$ cat src/include/sbw_pkg.sv
// shared constants, types and helpers for the burst memory write/output control
package sbw_pkg;
  localparam int unsigned LANE_W      = 9;             // one data byte plus its parity bit
  localparam int unsigned LANES       = 2;             // low lane and high lane
  localparam int unsigned DATA_W      = LANE_W * LANES;
  localparam int unsigned LOW_LSB     = 0;             // low byte and parity sit in bits 8..0
  localparam int unsigned HIGH_LSB    = 9;             // high byte and parity sit in bits 17..9
  localparam int unsigned WAKE_CYCLES = 2;             // wake-up time after sleep, in cycles
  localparam logic [1:0]  WAKE_LAST   = 2'h1;          // wake count loaded on leaving sleep
  localparam logic [1:0]  LANES_NONE  = 2'h0;
  localparam logic [1:0]  LANES_ALL   = 2'h3;
  localparam logic [17:0] DATA_RST    = 18'h0_0000;

  // operating modes, one-hot
  typedef enum logic [3:0] {
    SBW_STANDBY = 4'h1,                                // clocked standby, pins off
    SBW_ACTIVE  = 4'h2,                                // selected, reading or writing
    SBW_SLEEP   = 4'h4,                                // power-down, contents kept
    SBW_WAKE    = 4'h8                                 // wake-up wait after sleep
  } sbw_mode_t;

  // host strobes sampled on the rising edge
  typedef struct packed {
    logic primary_chip_select_n;
    logic global_write_all_n;
    logic byte_write_qualifier_n;
    logic lane_low_write_n;
    logic lane_high_write_n;
    logic output_enable_n;
  } sbw_ctl_t;

  // write lane decode: bit 0 is the low lane, bit 1 the high lane
  function automatic logic [1:0] write_lanes(input sbw_ctl_t c);
    logic [1:0] l;
    l = LANES_NONE;
    if (!c.global_write_all_n) begin
      l = LANES_ALL;
    end else if (!c.byte_write_qualifier_n) begin
      l = {~c.lane_high_write_n, ~c.lane_low_write_n};
    end
    return l;
  endfunction

  // lanes written last cycle come from the write register, the rest from the array
  function automatic logic [17:0] merge(input logic [1:0] l, input logic [17:0] w,
                                        input logic [17:0] a);
    logic [17:0] m;
    m = a;
    if (l[0]) begin
      m[LOW_LSB +: LANE_W] = w[LOW_LSB +: LANE_W];
    end
    if (l[1]) begin
      m[HIGH_LSB +: LANE_W] = w[HIGH_LSB +: LANE_W];
    end
    return m;
  endfunction
endpackage

$ cat src/sbw_ctl.sv
// byte-write decode, output drive and write-to-read pass-through of a burst memory
//
// Contract
// - read after full write shows written word
// - read after one-lane write shows that lane
// - no new cycle: no carryover, drive if enabled
// - undriven sleep pin reads as inactive
// - sleep forces pins off, keeps contents
// - deselected: pins off, clocked standby
// - global write all lanes, else qualified lanes
// - write sampled turns drivers off, latches data
// - two wake cycles after sleep, no accesses
`timescale 1ns/1ps
`default_nettype none
module sbw_ctl (
  // clock and reset
  input  wire logic              ref_clk,
  input  wire logic              rst,
  // host strobes and selects
  input  wire sbw_pkg::sbw_ctl_t host_ctl,
  input  wire logic              chip_select_aux,
  input  wire logic              sleep_request,
  input  wire logic              sleep_driven,
  // host data pins
  input  wire logic [17:0]       dq_in,
  output logic      [17:0]       dq_out,
  output logic                   dq_oe_n,
  // storage array
  input  wire logic [17:0]       array_rd_data,
  output logic      [1:0]        array_we,
  output logic      [17:0]       array_wr_data,
  // status
  output logic                   awake
);

  // whole module state in one record
  typedef struct packed {
    sbw_pkg::sbw_mode_t mode;       // operating mode
    logic [1:0]         wake_cnt;   // wake cycles still to wait
    logic [1:0]         prev_lanes; // lanes written in the last cycle
    logic [17:0]        prev_wdata; // word written in the last cycle
    logic [17:0]        dq;         // output data register
    logic               oe_n;       // output driver enable, low drives
    logic [1:0]         we;         // array lane write strobes
    logic [17:0]        wdata;      // array write data
    logic               awake;      // accesses are accepted
  } sbw_state_t;

  sbw_state_t s;                    // current state
  sbw_state_t next_s;               // next state
  logic       sleep_eff;            // sleep with the internal pull-down applied
  logic       sel;                  // device selected this edge
  logic [1:0] lanes;                // decoded write lanes

  // a floating pin is pulled low, so only a driven high means sleep
  assign sleep_eff = sleep_driven & sleep_request;
  assign sel       = ~host_ctl.primary_chip_select_n & chip_select_aux;
  assign lanes     = sbw_pkg::write_lanes(host_ctl);

  // next-state logic
  always_comb begin
    next_s       = s;
    next_s.we    = sbw_pkg::LANES_NONE;
    next_s.awake = 1'b0;
    if (sleep_eff) begin
      // power-down: pins off whatever the output enable says, array untouched
      next_s.mode       = sbw_pkg::SBW_SLEEP;
      next_s.oe_n       = 1'b1;
      next_s.prev_lanes = sbw_pkg::LANES_NONE;
    end else begin
      case (s.mode)
        sbw_pkg::SBW_SLEEP: begin
          // leaving sleep: hold off accesses for the wake time
          next_s.mode     = sbw_pkg::SBW_WAKE;
          next_s.wake_cnt = sbw_pkg::WAKE_LAST;
        end
        sbw_pkg::SBW_WAKE: begin
          // the last wait edge hands over to standby, so the edge after it is served;
          // waiting one edge longer would stretch the wake time past two cycles
          next_s.wake_cnt = s.wake_cnt - 2'h1;
          if (s.wake_cnt <= sbw_pkg::WAKE_LAST) begin
            next_s.mode     = sbw_pkg::SBW_STANDBY;
            next_s.wake_cnt = 2'h0;
            next_s.awake    = 1'b1;
          end
        end
        sbw_pkg::SBW_STANDBY, sbw_pkg::SBW_ACTIVE: begin
          next_s.awake = 1'b1;
          if (sel && lanes != sbw_pkg::LANES_NONE) begin
            // write: drivers off regardless of output enable, data latched
            next_s.mode       = sbw_pkg::SBW_ACTIVE;
            next_s.oe_n       = 1'b1;
            next_s.we         = lanes;
            next_s.wdata      = dq_in;
            next_s.prev_lanes = lanes;
            next_s.prev_wdata = dq_in;
          end else if (sel) begin
            // read: written lanes pass through, others from the array
            next_s.mode       = sbw_pkg::SBW_ACTIVE;
            next_s.dq         = sbw_pkg::merge(s.prev_lanes, s.prev_wdata,
                                               array_rd_data);
            next_s.oe_n       = host_ctl.output_enable_n;
            next_s.prev_lanes = sbw_pkg::LANES_NONE;
          end else begin
            // no new cycle: one look at the last write, then nothing carried
            next_s.mode       = sbw_pkg::SBW_STANDBY;
            next_s.prev_lanes = sbw_pkg::LANES_NONE;
            if (s.prev_lanes != sbw_pkg::LANES_NONE) begin
              next_s.dq   = sbw_pkg::merge(s.prev_lanes, s.prev_wdata, array_rd_data);
              next_s.oe_n = host_ctl.output_enable_n;
            end else begin
              next_s.oe_n = 1'b1;
            end
          end
        end
        default: begin
          // illegal code: recover to standby with pins off
          next_s.mode = sbw_pkg::SBW_STANDBY;
          next_s.oe_n = 1'b1;
        end
      endcase
    end
  end

  // state register; the chip keeps no reset pin, this one is for the system
  always_ff @(posedge ref_clk) begin
    if (rst) begin
      s.mode       <= sbw_pkg::SBW_STANDBY;
      s.wake_cnt   <= 2'h0;
      s.prev_lanes <= sbw_pkg::LANES_NONE;
      s.prev_wdata <= sbw_pkg::DATA_RST;
      s.dq         <= sbw_pkg::DATA_RST;
      s.oe_n       <= 1'b1;
      s.we         <= sbw_pkg::LANES_NONE;
      s.wdata      <= sbw_pkg::DATA_RST;
      s.awake      <= 1'b0;
    end else begin
      s <= next_s;
    end
  end

  // outputs are state fields, so each is a flip-flop
  assign dq_out        = s.dq;
  assign dq_oe_n       = s.oe_n;
  assign array_we      = s.we;
  assign array_wr_data = s.wdata;
  assign awake         = s.awake;

  // bus contention is left to the host dropping output enable before writes

  // assertions sit beside the logic they guard; all are off while reset is held
  logic normal; // state accepts accesses
  assign normal = (s.mode == sbw_pkg::SBW_STANDBY) || (s.mode == sbw_pkg::SBW_ACTIVE);

  property p_sleep_off;
    @(posedge ref_clk) disable iff (rst) sleep_eff |=> dq_oe_n && array_we == 2'h0;
  endproperty
  a_sleep_off: assert property (p_sleep_off) else $error("sleep left pins driven");

  property p_pull_down;
    @(posedge ref_clk) disable iff (rst) !sleep_driven |=> s.mode != sbw_pkg::SBW_SLEEP;
  endproperty
  a_pull_down: assert property (p_pull_down) else $error("floating sleep slept");

  property p_write_off;
    @(posedge ref_clk) disable iff (rst)
      normal && !sleep_eff && sel && lanes != 2'h0 |=> dq_oe_n && array_we == $past(lanes)
        && array_wr_data == $past(dq_in);
  endproperty
  a_write_off: assert property (p_write_off) else $error("write did not latch");

  property p_global_all;
    @(posedge ref_clk) disable iff (rst)
      normal && !sleep_eff && sel && !host_ctl.global_write_all_n |=> array_we == 2'h3;
  endproperty
  a_global_all: assert property (p_global_all) else $error("global write missed a lane");

  property p_pass_all;
    @(posedge ref_clk) disable iff (rst)
      normal && !sleep_eff && sel && lanes == 2'h3 ##1 (sel && lanes == 2'h0 && !sleep_eff)
        |=> dq_out == $past(dq_in, 2);
  endproperty
  a_pass_all: assert property (p_pass_all) else $error("full write not passed through");

  property p_pass_low;
    @(posedge ref_clk) disable iff (rst)
      s.prev_lanes == 2'h1 && normal && !sleep_eff && sel && lanes == 2'h0
        |=> dq_out[8:0] == $past(s.prev_wdata[8:0])
          && dq_out[17:9] == $past(array_rd_data[17:9]);
  endproperty
  a_pass_low: assert property (p_pass_low) else $error("lane pass-through wrong");

  property p_pass_high;
    @(posedge ref_clk) disable iff (rst)
      s.prev_lanes == 2'h2 && normal && !sleep_eff && sel && lanes == 2'h0
        |=> dq_out[17:9] == $past(s.prev_wdata[17:9])
          && dq_out[8:0] == $past(array_rd_data[8:0]);
  endproperty
  a_pass_high: assert property (p_pass_high) else $error("high lane pass-through wrong");

  property p_no_carry;
    @(posedge ref_clk) disable iff (rst)
      s.prev_lanes != 2'h0 && normal && !sleep_eff && !sel
        |=> dq_oe_n == $past(host_ctl.output_enable_n) ##1 ($past(sel) || dq_oe_n);
  endproperty
  a_no_carry: assert property (p_no_carry) else $error("write carried over");

  property p_desel;
    @(posedge ref_clk) disable iff (rst)
      s.prev_lanes == 2'h0 && normal && !sleep_eff && !sel |=> dq_oe_n && array_we == 2'h0;
  endproperty
  a_desel: assert property (p_desel) else $error("deselected device drove pins");

  property p_wake;
    @(posedge ref_clk) disable iff (rst)
      s.mode == sbw_pkg::SBW_SLEEP && !sleep_eff |=> (array_we == 2'h0 && !awake)
        ##1 (array_we == 2'h0 && awake == !$past(sleep_eff));
  endproperty
  a_wake: assert property (p_wake) else $error("access during wake-up");

endmodule
`default_nettype wire

$ cat config.mk
export PLATFORM = sky130hd
export DESIGN_NAME = sbw_ctl
export DESIGN_NICKNAME = d
export VERILOG_FILES = /design/src/include/sbw_pkg.sv /design/src/sbw_ctl.sv
export SDC_FILE = /design/constraint.sdc
export NUM_CORES = 1
export LEC_CHECK = 0
export BUFFER_PORTS_ARGS = -buffer_cell sky130_fd_sc_hd__buf_2
export CAP_MARGIN = 25
export CORE_ASPECT_RATIO = 1.5
export CORE_MARGIN = 3
export CORE_UTILIZATION = 49
export DETAILED_ROUTE_END_ITERATION = 7
export PLACE_DENSITY = 0.82
export SYNTH_ARGS = -nofsm -noshare
export SYNTH_HDL_FRONTEND = slang
export SYNTH_SLANG_ARGS = --single-unit
$ cat constraint.sdc
create_clock -name ref_clk -period 1.9 [get_ports ref_clk]
set_input_delay 0.285 -clock ref_clk [delete_from_list [all_inputs] [get_ports ref_clk]]
set_output_delay 0.285 -clock ref_clk [all_outputs]
set_load 0.02 [all_outputs]
**Word level (Yosys, flattened, before mapping)**

Index checks and enable logic that the tools add are counted.
W data, S select, Z words.

- Input bits: 47
- Logic and storage cells: 55
- Register bits after elaboration: 48

- Muxes and demuxes: 18
- Eq/ne operators: 6
- Magnitude comparators: 1
- Bitwise operators: 8
- Reductions and logical operators: 12
- Add/subtract/negate cells: 1

Operator list:

| operator | number |
|---|---|
| $mux W19 | 1 |
| $mux W18 | 1 |
| $mux W9 | 2 |
| $pmux W4 S3 | 1 |
| $mux W2 | 5 |
| $reduce_bool A2 Y1 | 4 |
| $mux W6 | 1 |
| $not A1 Y1 | 6 |
| $reduce_or A2 Y1 | 3 |
| $eq A4 B1 Y1 const B | 1 |
| $eq A4 B2 Y1 const B | 1 |
| $eq A4 B3 Y1 const B | 1 |
| $eq A4 B4 Y1 const B | 1 |
| $pmux W1 S2 | 2 |
| $pmux W2 S2 | 1 |
| $reduce_and A4 Y1 | 1 |
| $reduce_or A4 Y1 | 1 |
| $mux W1 | 3 |
| $mux W3 | 1 |
| $ne A3 B3 Y1 const B | 1 |
| $reduce_and A3 Y1 | 1 |
| $and A1 B1 Y1 | 2 |
| $le A2 B1 Y1 const B | 1 |
| $ne A2 B2 Y1 const B | 1 |
| other kinds (3) | 3 |

**Logic depth before layout (Yosys ltp)**

Gate-level depths: netlist of run 1.

- Depth after elaboration: 8
- Mapped depth: 6

**Worst setup path before layout of run 1**

No wires, ideal clock.

- Path kind: input-to-reg
- Start: input port sleep_driven
- End: register s, in the netlist dq_out[12]
- Slack: 0.403 ns
- Stages: 6
- Setup time: 0.134 ns
- Buffers on the path: 2
- Arrival: 1.363 ns
- Cell sequence: and2_1 > nor4_4 > and2_1 > buf_4 > buf_4 > a211oi_1

- Longest elaborated chain between the ends: 3

RTL lines:

| what | line | text |
|---|---|---|
| start: declaration | sbw_ctl.sv:23 | `input wire logic sleep_driven,` |
| $and A1 B1 Y1 | sbw_ctl.sv:56 | `assign sleep_eff = sleep_driven & sleep_request;` |
| $not A1 Y1 (no line) | -- |  |
| $reduce_and A4 Y1 (no line) | -- |  |
| end signal: assignment | sbw_ctl.sv:138 | `s <= next_s;` |
| end: declaration | sbw_ctl.sv:49 | `sbw_state_t s;` |

Every way passes these cells.
A chain may end at the register's enable or synchronous reset.

**Worst setup path after layout of run 1**

- Start: register s[62] in the netlist's numbering
- End: register s, in the netlist array_wr_data[15]

- Longest elaborated chain between the ends: 3
- Elaborated cells on any way between the ends: 4

RTL lines:

| what | line | text |
|---|---|---|
| $eq A4 B1 Y1 / $eq A4 B2 Y1 (equally long branches) | sbw_ctl.sv:71 | `case (s.mode)` |
| $reduce_or A2 Y1 (*) | sbw_ctl.sv:71 |  |
| $reduce_and A3 Y1 (no line) (*) | -- |  |

Mark *: on every way between the ends. The rest lies on a longest branch, timed or not.

==> impl_metrics.json, run 1 <==
{
  "drc": 0,
  "ir_drop_mv": 0.577,
  "routedWlPerCell_microns": 13.9,
  "syn2layout_area_growth_pct": 12.7,
  "startpoint_type": "flop",
  "synthTopCellsByArea": "dfxtp_1 41%, mux2i_1 15%, buf_4 13%",
  "drtIter0Drc": 25,
  "drive_gt1_frac": 0.350,
  "r2r_setup_slack_ns": 0.30,
  "hold_class": "input pin to flop",
  "antenna_found_initial": 0,
  "cp_slowest_cell": "or3_4",
  "synth_area_sq_mm": 0.00236,
  "min_from": "dq_in[1]",
  "clk_pin_slew_worst_paths_ns": 0.09,
  "cts_setup_buffers": 0,
  "fin_crit_ns": 1.60,
  "fp-row-count": 30,
  "critPathRequiredTime_ns": 2.13,
  "dieArea_sq_mm": 0.00570,
  "clock_latency_ns": 0.30,
  "ant_nets": 0,
  "grt_use_total": 0.178,
  "tightestPinTransition_ns": 0.644,
  "fmax_mhz": 627,
  "clock-sinks": 48,
  "power.density_mw_per_mm2": 776,
  "switching_share": 0.277,
  "initial_core_util": 0.515,
  "dieWidth_microns": 62.7,
  "syn_inst": 258,
  "worst-setup-path-type": "flop to flop",
  "slew_headroom": 0.571,
  "pin_count": 87,
  "cap_viol_max_count": 0,
  "die_y_microns": 91.0,
  "outcome": "finished, final reports clean",
  "totalWireLength_mm": 5.13,
  "holdWs_ns": 0.229,
  "critPathArrivalTime_ns": 1.82,
  "rsz0062_at_grt": "false",
  "seq_power_share": 0.524,
  "ys_seq_elements": 48,
  "finalHoldViolCount": 0,
  "combPwrFrac": 0.175,
  "drt-pass1-iter-count": 6,
  "slew_violations": 0,
  "reg2regPathDepth": 5,
  "core_area_sq_mm": 0.00458,
  "r2r-start": "s[62]",
  "setup_viol_count_final": 0,
  "min_path_cells": 3,
  "fin_crit_sh": 0.840,
  "portBuffers": 86,
  "grt_pass1_vias": 1825,
  "p_int_mw": 1.49,
  "p_sw_mw": 0.571,
  "clock-skew-final_ns": 0.00577,
  "root_buffer": "clkbuf_8",
  "r2r_end": "array_wr_data[15]",
  "clkPwrFrac": 0.301,
  "post-route-util": 0.581,
  "avgSynthCellArea_sq_um": 9.15,
  "grt-ovfl-total": 0,
  "cp-end-kind": "flop",
  "final_nets": 352,
  "vias": 1874,
  "grt_pass1_wl_mm": 8.20,
  "htree_levels": 2,
  "leakage_nw": 1.16,
  "critical-path-max-stage-delay_ns": 0.38,
  "hpwl_mm": 4.03,
  "ys_warn_count": 0,
  "synth_top_area_frac": 0.407,
  "crit_path_cell_trace": "xnor2_2 > or3_4 > nor3_4 > buf_12 > mux2i_1",
  "dp.cells": 362,
  "hold_path_end": "array_wr_data[1]",
  "vias_per_cell": 5.06,
  "cts_resized": 0,
  "antenna_cells": 0,
  "clock_path_buffers": 2,
  "grt_max_degree": 39,
  "synth_nets": 305,
  "ys_types": 29,
  "cts_hold_buf": 0,
  "stdcell_count": 370,
  "worstPathMaxFanout": 20,
  "tns_ns": 0,
  "yosysTopAreaCell": "dfxtp_1",
  "cts_buffers": 5,
  "ys_seq_area_frac": 0.407,
  "cts_tree": "yes",
  "gp_congestion": 0.797
}
==> cell usage in the layout (no fill, tap or decap), types with 2 or more instances in the layout <==
cell type / instances
nor2_1: 6
nor2b_1: 4
inv_1: 2
clkinv_2: 2
clkbuf_8: 6
a211oi_1: 19
nand2_1: 43
o21ai_0: 3
dfxtp_1: 48
mux2i_1: 36
a21o_1: 2
and2_1: 2
nand3b_1: 2
nand3_1: 4
buf_2: 86
a21oi_1: 22
and3_1: 2
buf_4: 6
==> Yosys cell counts, drive strengths merged <==
master	n
a211oi	19
a21o	2
a21oi	22
a31o	1
and2	2
and3	2
buf	45
clkbuf	8
dfxtp	48
inv	2
mux2i	36
nand2	43
nand3	4
nand3b	2
nor2	6
nor2b	4
nor3	2
nor4	1
o2111ai	1
o211a	1
o21ai	3
o22ai	1
or2	1
or3	1
xnor2	1
==> worst max path at each step <==
stage / from / to / slack, ns / depth (start not counted)
after floorplan: sleep_driven / dq_out[12] / 0.40 / 6
after global placement: sleep_driven / dq_out[17] / 0.27 / 5
after detailed placement: sleep_driven / dq_out[13] / 0.20 / 5
after CTS: s[62] / array_wr_data[15] / 0.30 / 5
after global routing: s[62] / dq_out[13] / 0.21 / 4
final: s[62] / array_wr_data[15] / 0.30 / 5
==> worst max-delay path: cells and delay by family, from the launching register on <==
family                 cells  cell delay [ns]
XOR/XNOR                   1             0.17
buffers and inverters      1             0.20
flip-flops                 1             0.35
multiplexers               1             0.20
AND/OR/NAND/NOR            2             0.59
==> sequential cells by signal, indices dropped and copies added (netlist names) <==
register,count
awake,1
dq_out,18
s,8
array_we,2
dq_oe_n,1
array_wr_data,18
==> per-layer routing <==
layer,GRT usage,vias to the layer above,routed length (microns),share of wire
li1,-,945,-,-
met1,0.200,870,2010,0.39
met2,0.313,51,2730,0.53
met3,0.0507,8,298,0.058
met4,0.0718,0,87,0.017
met5,0,-,0,0
==> power groups by stage <==
stage | logic (mW) | clock network [mW] | registers (mW)
6_report | 0.361 | 0.621 | 1.08
5_1_grt | 0.394 | 0.665 | 1.09
4_1_cts | 0.364 | 0.632 | 1.08
3_5_place_dp | 0.362 | 0 | 1.10
3_3_place_gp | 0.355 | 0 | 1.10
2_1_floorplan | 0.286 | 0 | 1.10
==> stage by stage <==
step           power (mW)  area [sq um]  worst slack, ns
2_1_floorplan        1.39          2360            0.403
4_1_cts              2.08          2660            0.301
3_3_place_gp         1.46          2570            0.268
5_1_grt              2.15          2660            0.209
6_report             2.06          2660            0.304
3_5_place_dp         1.47          2570            0.195
==> layout make-up <==
cell class                      instances  area (sq um)
Clock buffer                            6          82.6
Clock inverter                          2          10.0
Fill cell                             466          1920
Inverter                                2          7.51
Multi-Input combinational cell        155          1020
Sequential cell                        48           961
Tap cell                               64          80.1
Timing Repair Buffer                   93           495
==> cell families after synthesis <==
family | share of synthesized area
compound gates | 0.134
xor+xnor | 0.00689
buf+inv | 0.160
flops | 0.407
mux | 0.153
simple gates | 0.139
(Power assumes the default switching activity.)
==> run 2, diff against run 1 <==
--- a/config.mk
+++ b/config.mk
@@ -9,9 +9,9 @@
 export CAP_MARGIN = 25
 export CORE_ASPECT_RATIO = 1.5
 export CORE_MARGIN = 3
-export CORE_UTILIZATION = 49
+export CORE_UTILIZATION = 44
 export DETAILED_ROUTE_END_ITERATION = 7
-export PLACE_DENSITY = 0.82
+export PLACE_DENSITY = 0.78
 export SYNTH_ARGS = -nofsm -noshare
 export SYNTH_HDL_FRONTEND = slang
 export SYNTH_SLANG_ARGS = --single-unit
==> constraint.sdc (replaced) <==
create_clock -name ref_clk -period 1.4 [get_ports ref_clk]
set_input_delay 0.21 -clock ref_clk [delete_from_list [all_inputs] [get_ports ref_clk]]
set_output_delay 0.21 -clock ref_clk [all_outputs]
set_load 0.02 [all_outputs]
==> run 2 against run 1 <==
Against the previous run:
- sequential cell count unchanged
- final cell count rose by 6.5%
- fmax down 0.15%
- critical endpoint is now dq_out[7]
- the run now ends with setup timing left
- total power is 45% higher
- routed wire length grew 25%
==> impl_metrics.json, run 2 (synthesized netlist as in run 1, its figures left out) <==
{
  "slew_headroom": 0.775,
  "reg2regPathDepth": 7,
  "syn2layout_area_growth_pct": 29.0,
  "ir_drop_mv": 0.750,
  "antenna_cells": 0,
  "tns_ns": -5.72,
  "core_area_sq_mm": 0.00516,
  "antenna_found_initial": 0,
  "power.density_mw_per_mm2": 980,
  "fmax_mhz": 626,
  "drc": 0,
  "stdcell_count": 394,
  "root_buffer": "clkbuf_8",
  "portBuffers": 86,
  "cp_num_buf_inv": 3,
  "grt_use_total": 0.168,
  "gp_congestion": 0.827,
  "cts_hold_buf": 0,
  "clock_path_buffers": 2,
  "die_y_microns": 95.7,
  "final_nets": 372,
  "routedWlPerCell_microns": 16.3,
  "final_cell_mix": "86 x buf_2, 45 x dfxtp_1, 43 x nand2_1",
  "cp_slowest_cell": "dfxtp_2",
  "r2r_setup_slack_ns": -0.20,
  "grt_pass1_wl_mm": 8.10,
  "fill_cells": 446,
  "fin_crit_ns": 1.60,
  "clock_latency_ns": 0.30,
  "critPathArrivalTime_ns": 1.78,
  "fp-row-count": 32,
  "cts_buffers": 5,
  "dieWidth_microns": 65.8,
  "htree_levels": 2,
  "worst-setup-path-type": "flop to flop",
  "setup_viol_count_final": 38,
  "slew_violations": 0,
  "crit_path_cell_trace": "xnor2_2 > buf_4 > nor4_4 > buf_4 > and2_4 > clkbuf_16 > a211oi_2",
  "ant_nets": 0,
  "drt-pass1-iter-count": 4,
  "min_from": "dq_in[5]",
  "clock-sinks": 48,
  "dp.cells": 375,
  "worstPathMaxFanout": 5,
  "power_mw": 2.98,
  "path_delay_family": "buffers and inverters",
  "tightestPinTransition_ns": 0.328,
  "hpwl_mm": 4.26,
  "hold_path_end": "array_wr_data[5]",
  "rsz0062_at_grt": "true",
  "r2r_end": "dq_out[7]",
  "cp-end-kind": "flop",
  "startpoint_type": "flop",
  "worst_path_most_repeated_cell": "buf_4",
  "drtIter0Drc": 59,
  "holdWs_ns": 0.144,
  "violations": "setup timing",
  "fin_crit_sh": 1.14,
  "min_path_cells": 3,
  "grt-ovfl-total": 0,
  "final.setup.worst_slack_ns": -0.198,
  "hold_class": "input pin to flop",
  "grt_max_degree": 39,
  "drive_gt1_frac": 0.466,
  "critical-path-max-stage-delay_ns": 0.35,
  "cts_tree": "yes",
  "vias_per_cell": 5.19,
  "critPathRequiredTime_ns": 1.58,
  "clock-skew-final_ns": 0.00538,
  "leakage_nw": 1.32,
  "outcome": "complete, but fails checks",
  "post-route-util": 0.589,
  "r2r-start": "s[62]",
  "pin_count": 87,
  "dieArea_sq_mm": 0.00630,
  "clk_pin_slew_worst_paths_ns": 0.08,
  "finalHoldViolCount": 0,
  "vias": 2043,
  "initial_core_util": 0.457,
  "grt_pass1_vias": 1748,
  "cap_viol_max_count": 0,
  "totalWireLength_mm": 6.42,
  "layout_commonest_cell": "buf_2"
}
-- run 2: cell types whose count changed in the layout (fill, tap and decap cells not counted), sizes merged --
cell,change
buf,+15
clkbuf,+5
-- run 2: worst min-delay path: stages --
cell	delay [ns]
buf_2	0.09
nand2_1	0.04
mux2i_1	0.05
-- run 2: cell type report --
cell class              count  area, sq um  area share
clock buffers               6         82.6      0.0271
flip-flops and latches     48          965       0.317
repair buffers            113          768       0.252
inverters                   2         7.51     0.00247
clock inverters             2         10.0     0.00329
well taps                  68         85.1      0.0279
multi-input cells         155         1130       0.370
-- run 2: power breakdown --
| part | internal [mW] | switching [mW] | leakage, nW |
|---|---|---|---|
| sequential | 1.43 | 0.0403 | 0.391 |
| clock | 0.394 | 0.444 | 0.0510 |
| combinational | 0.306 | 0.371 | 0.882 |
| total | 2.13 | 0.855 | 1.32 |
-- run 2: per-layer routing --
metal,global-route usage,up-vias,wire length [microns]
li1,-,981,-
met1,0.195,967,2400
met2,0.286,75,3430
met3,0.0432,20,371
met4,0.0761,0,206
met5,0,-,0
-- run 2: how the worst max path moves through the flow --
| stage | cells after the start | to | from | slack, ns |
|---|---|---|---|---|
| floorplan | 5 | array_wr_data[10] | s[63] | -0.04 |
| global placement | 5 | array_wr_data[15] | s[62] | -0.03 |
| detailed placement | 5 | array_wr_data[14] | s[62] | -0.11 |
| CTS | 5 | array_wr_data[14] | s[63] | -0.13 |
| global route | 7 | dq_out[7] | s[63] | -0.23 |
| finish | 7 | dq_out[7] | s[62] | -0.20 |
-- run 2: timing repair --
item                       in CTS  in global routing
pin swaps                       0                  6
setup endpoints to repair      38                 40
setup buffers                   0                  4
gates cloned                    0                  7
resized for setup               4                 25
-- run 2: metrics by stage --
stage,cell area [sq um],setup WS (ns)
2_1_floorplan,2370,-0.0402
3_3_place_gp,2680,-0.0336
3_5_place_dp,2680,-0.113
4_1_cts,2780,-0.130
5_1_grt,3040,-0.228
6_report,3040,-0.198
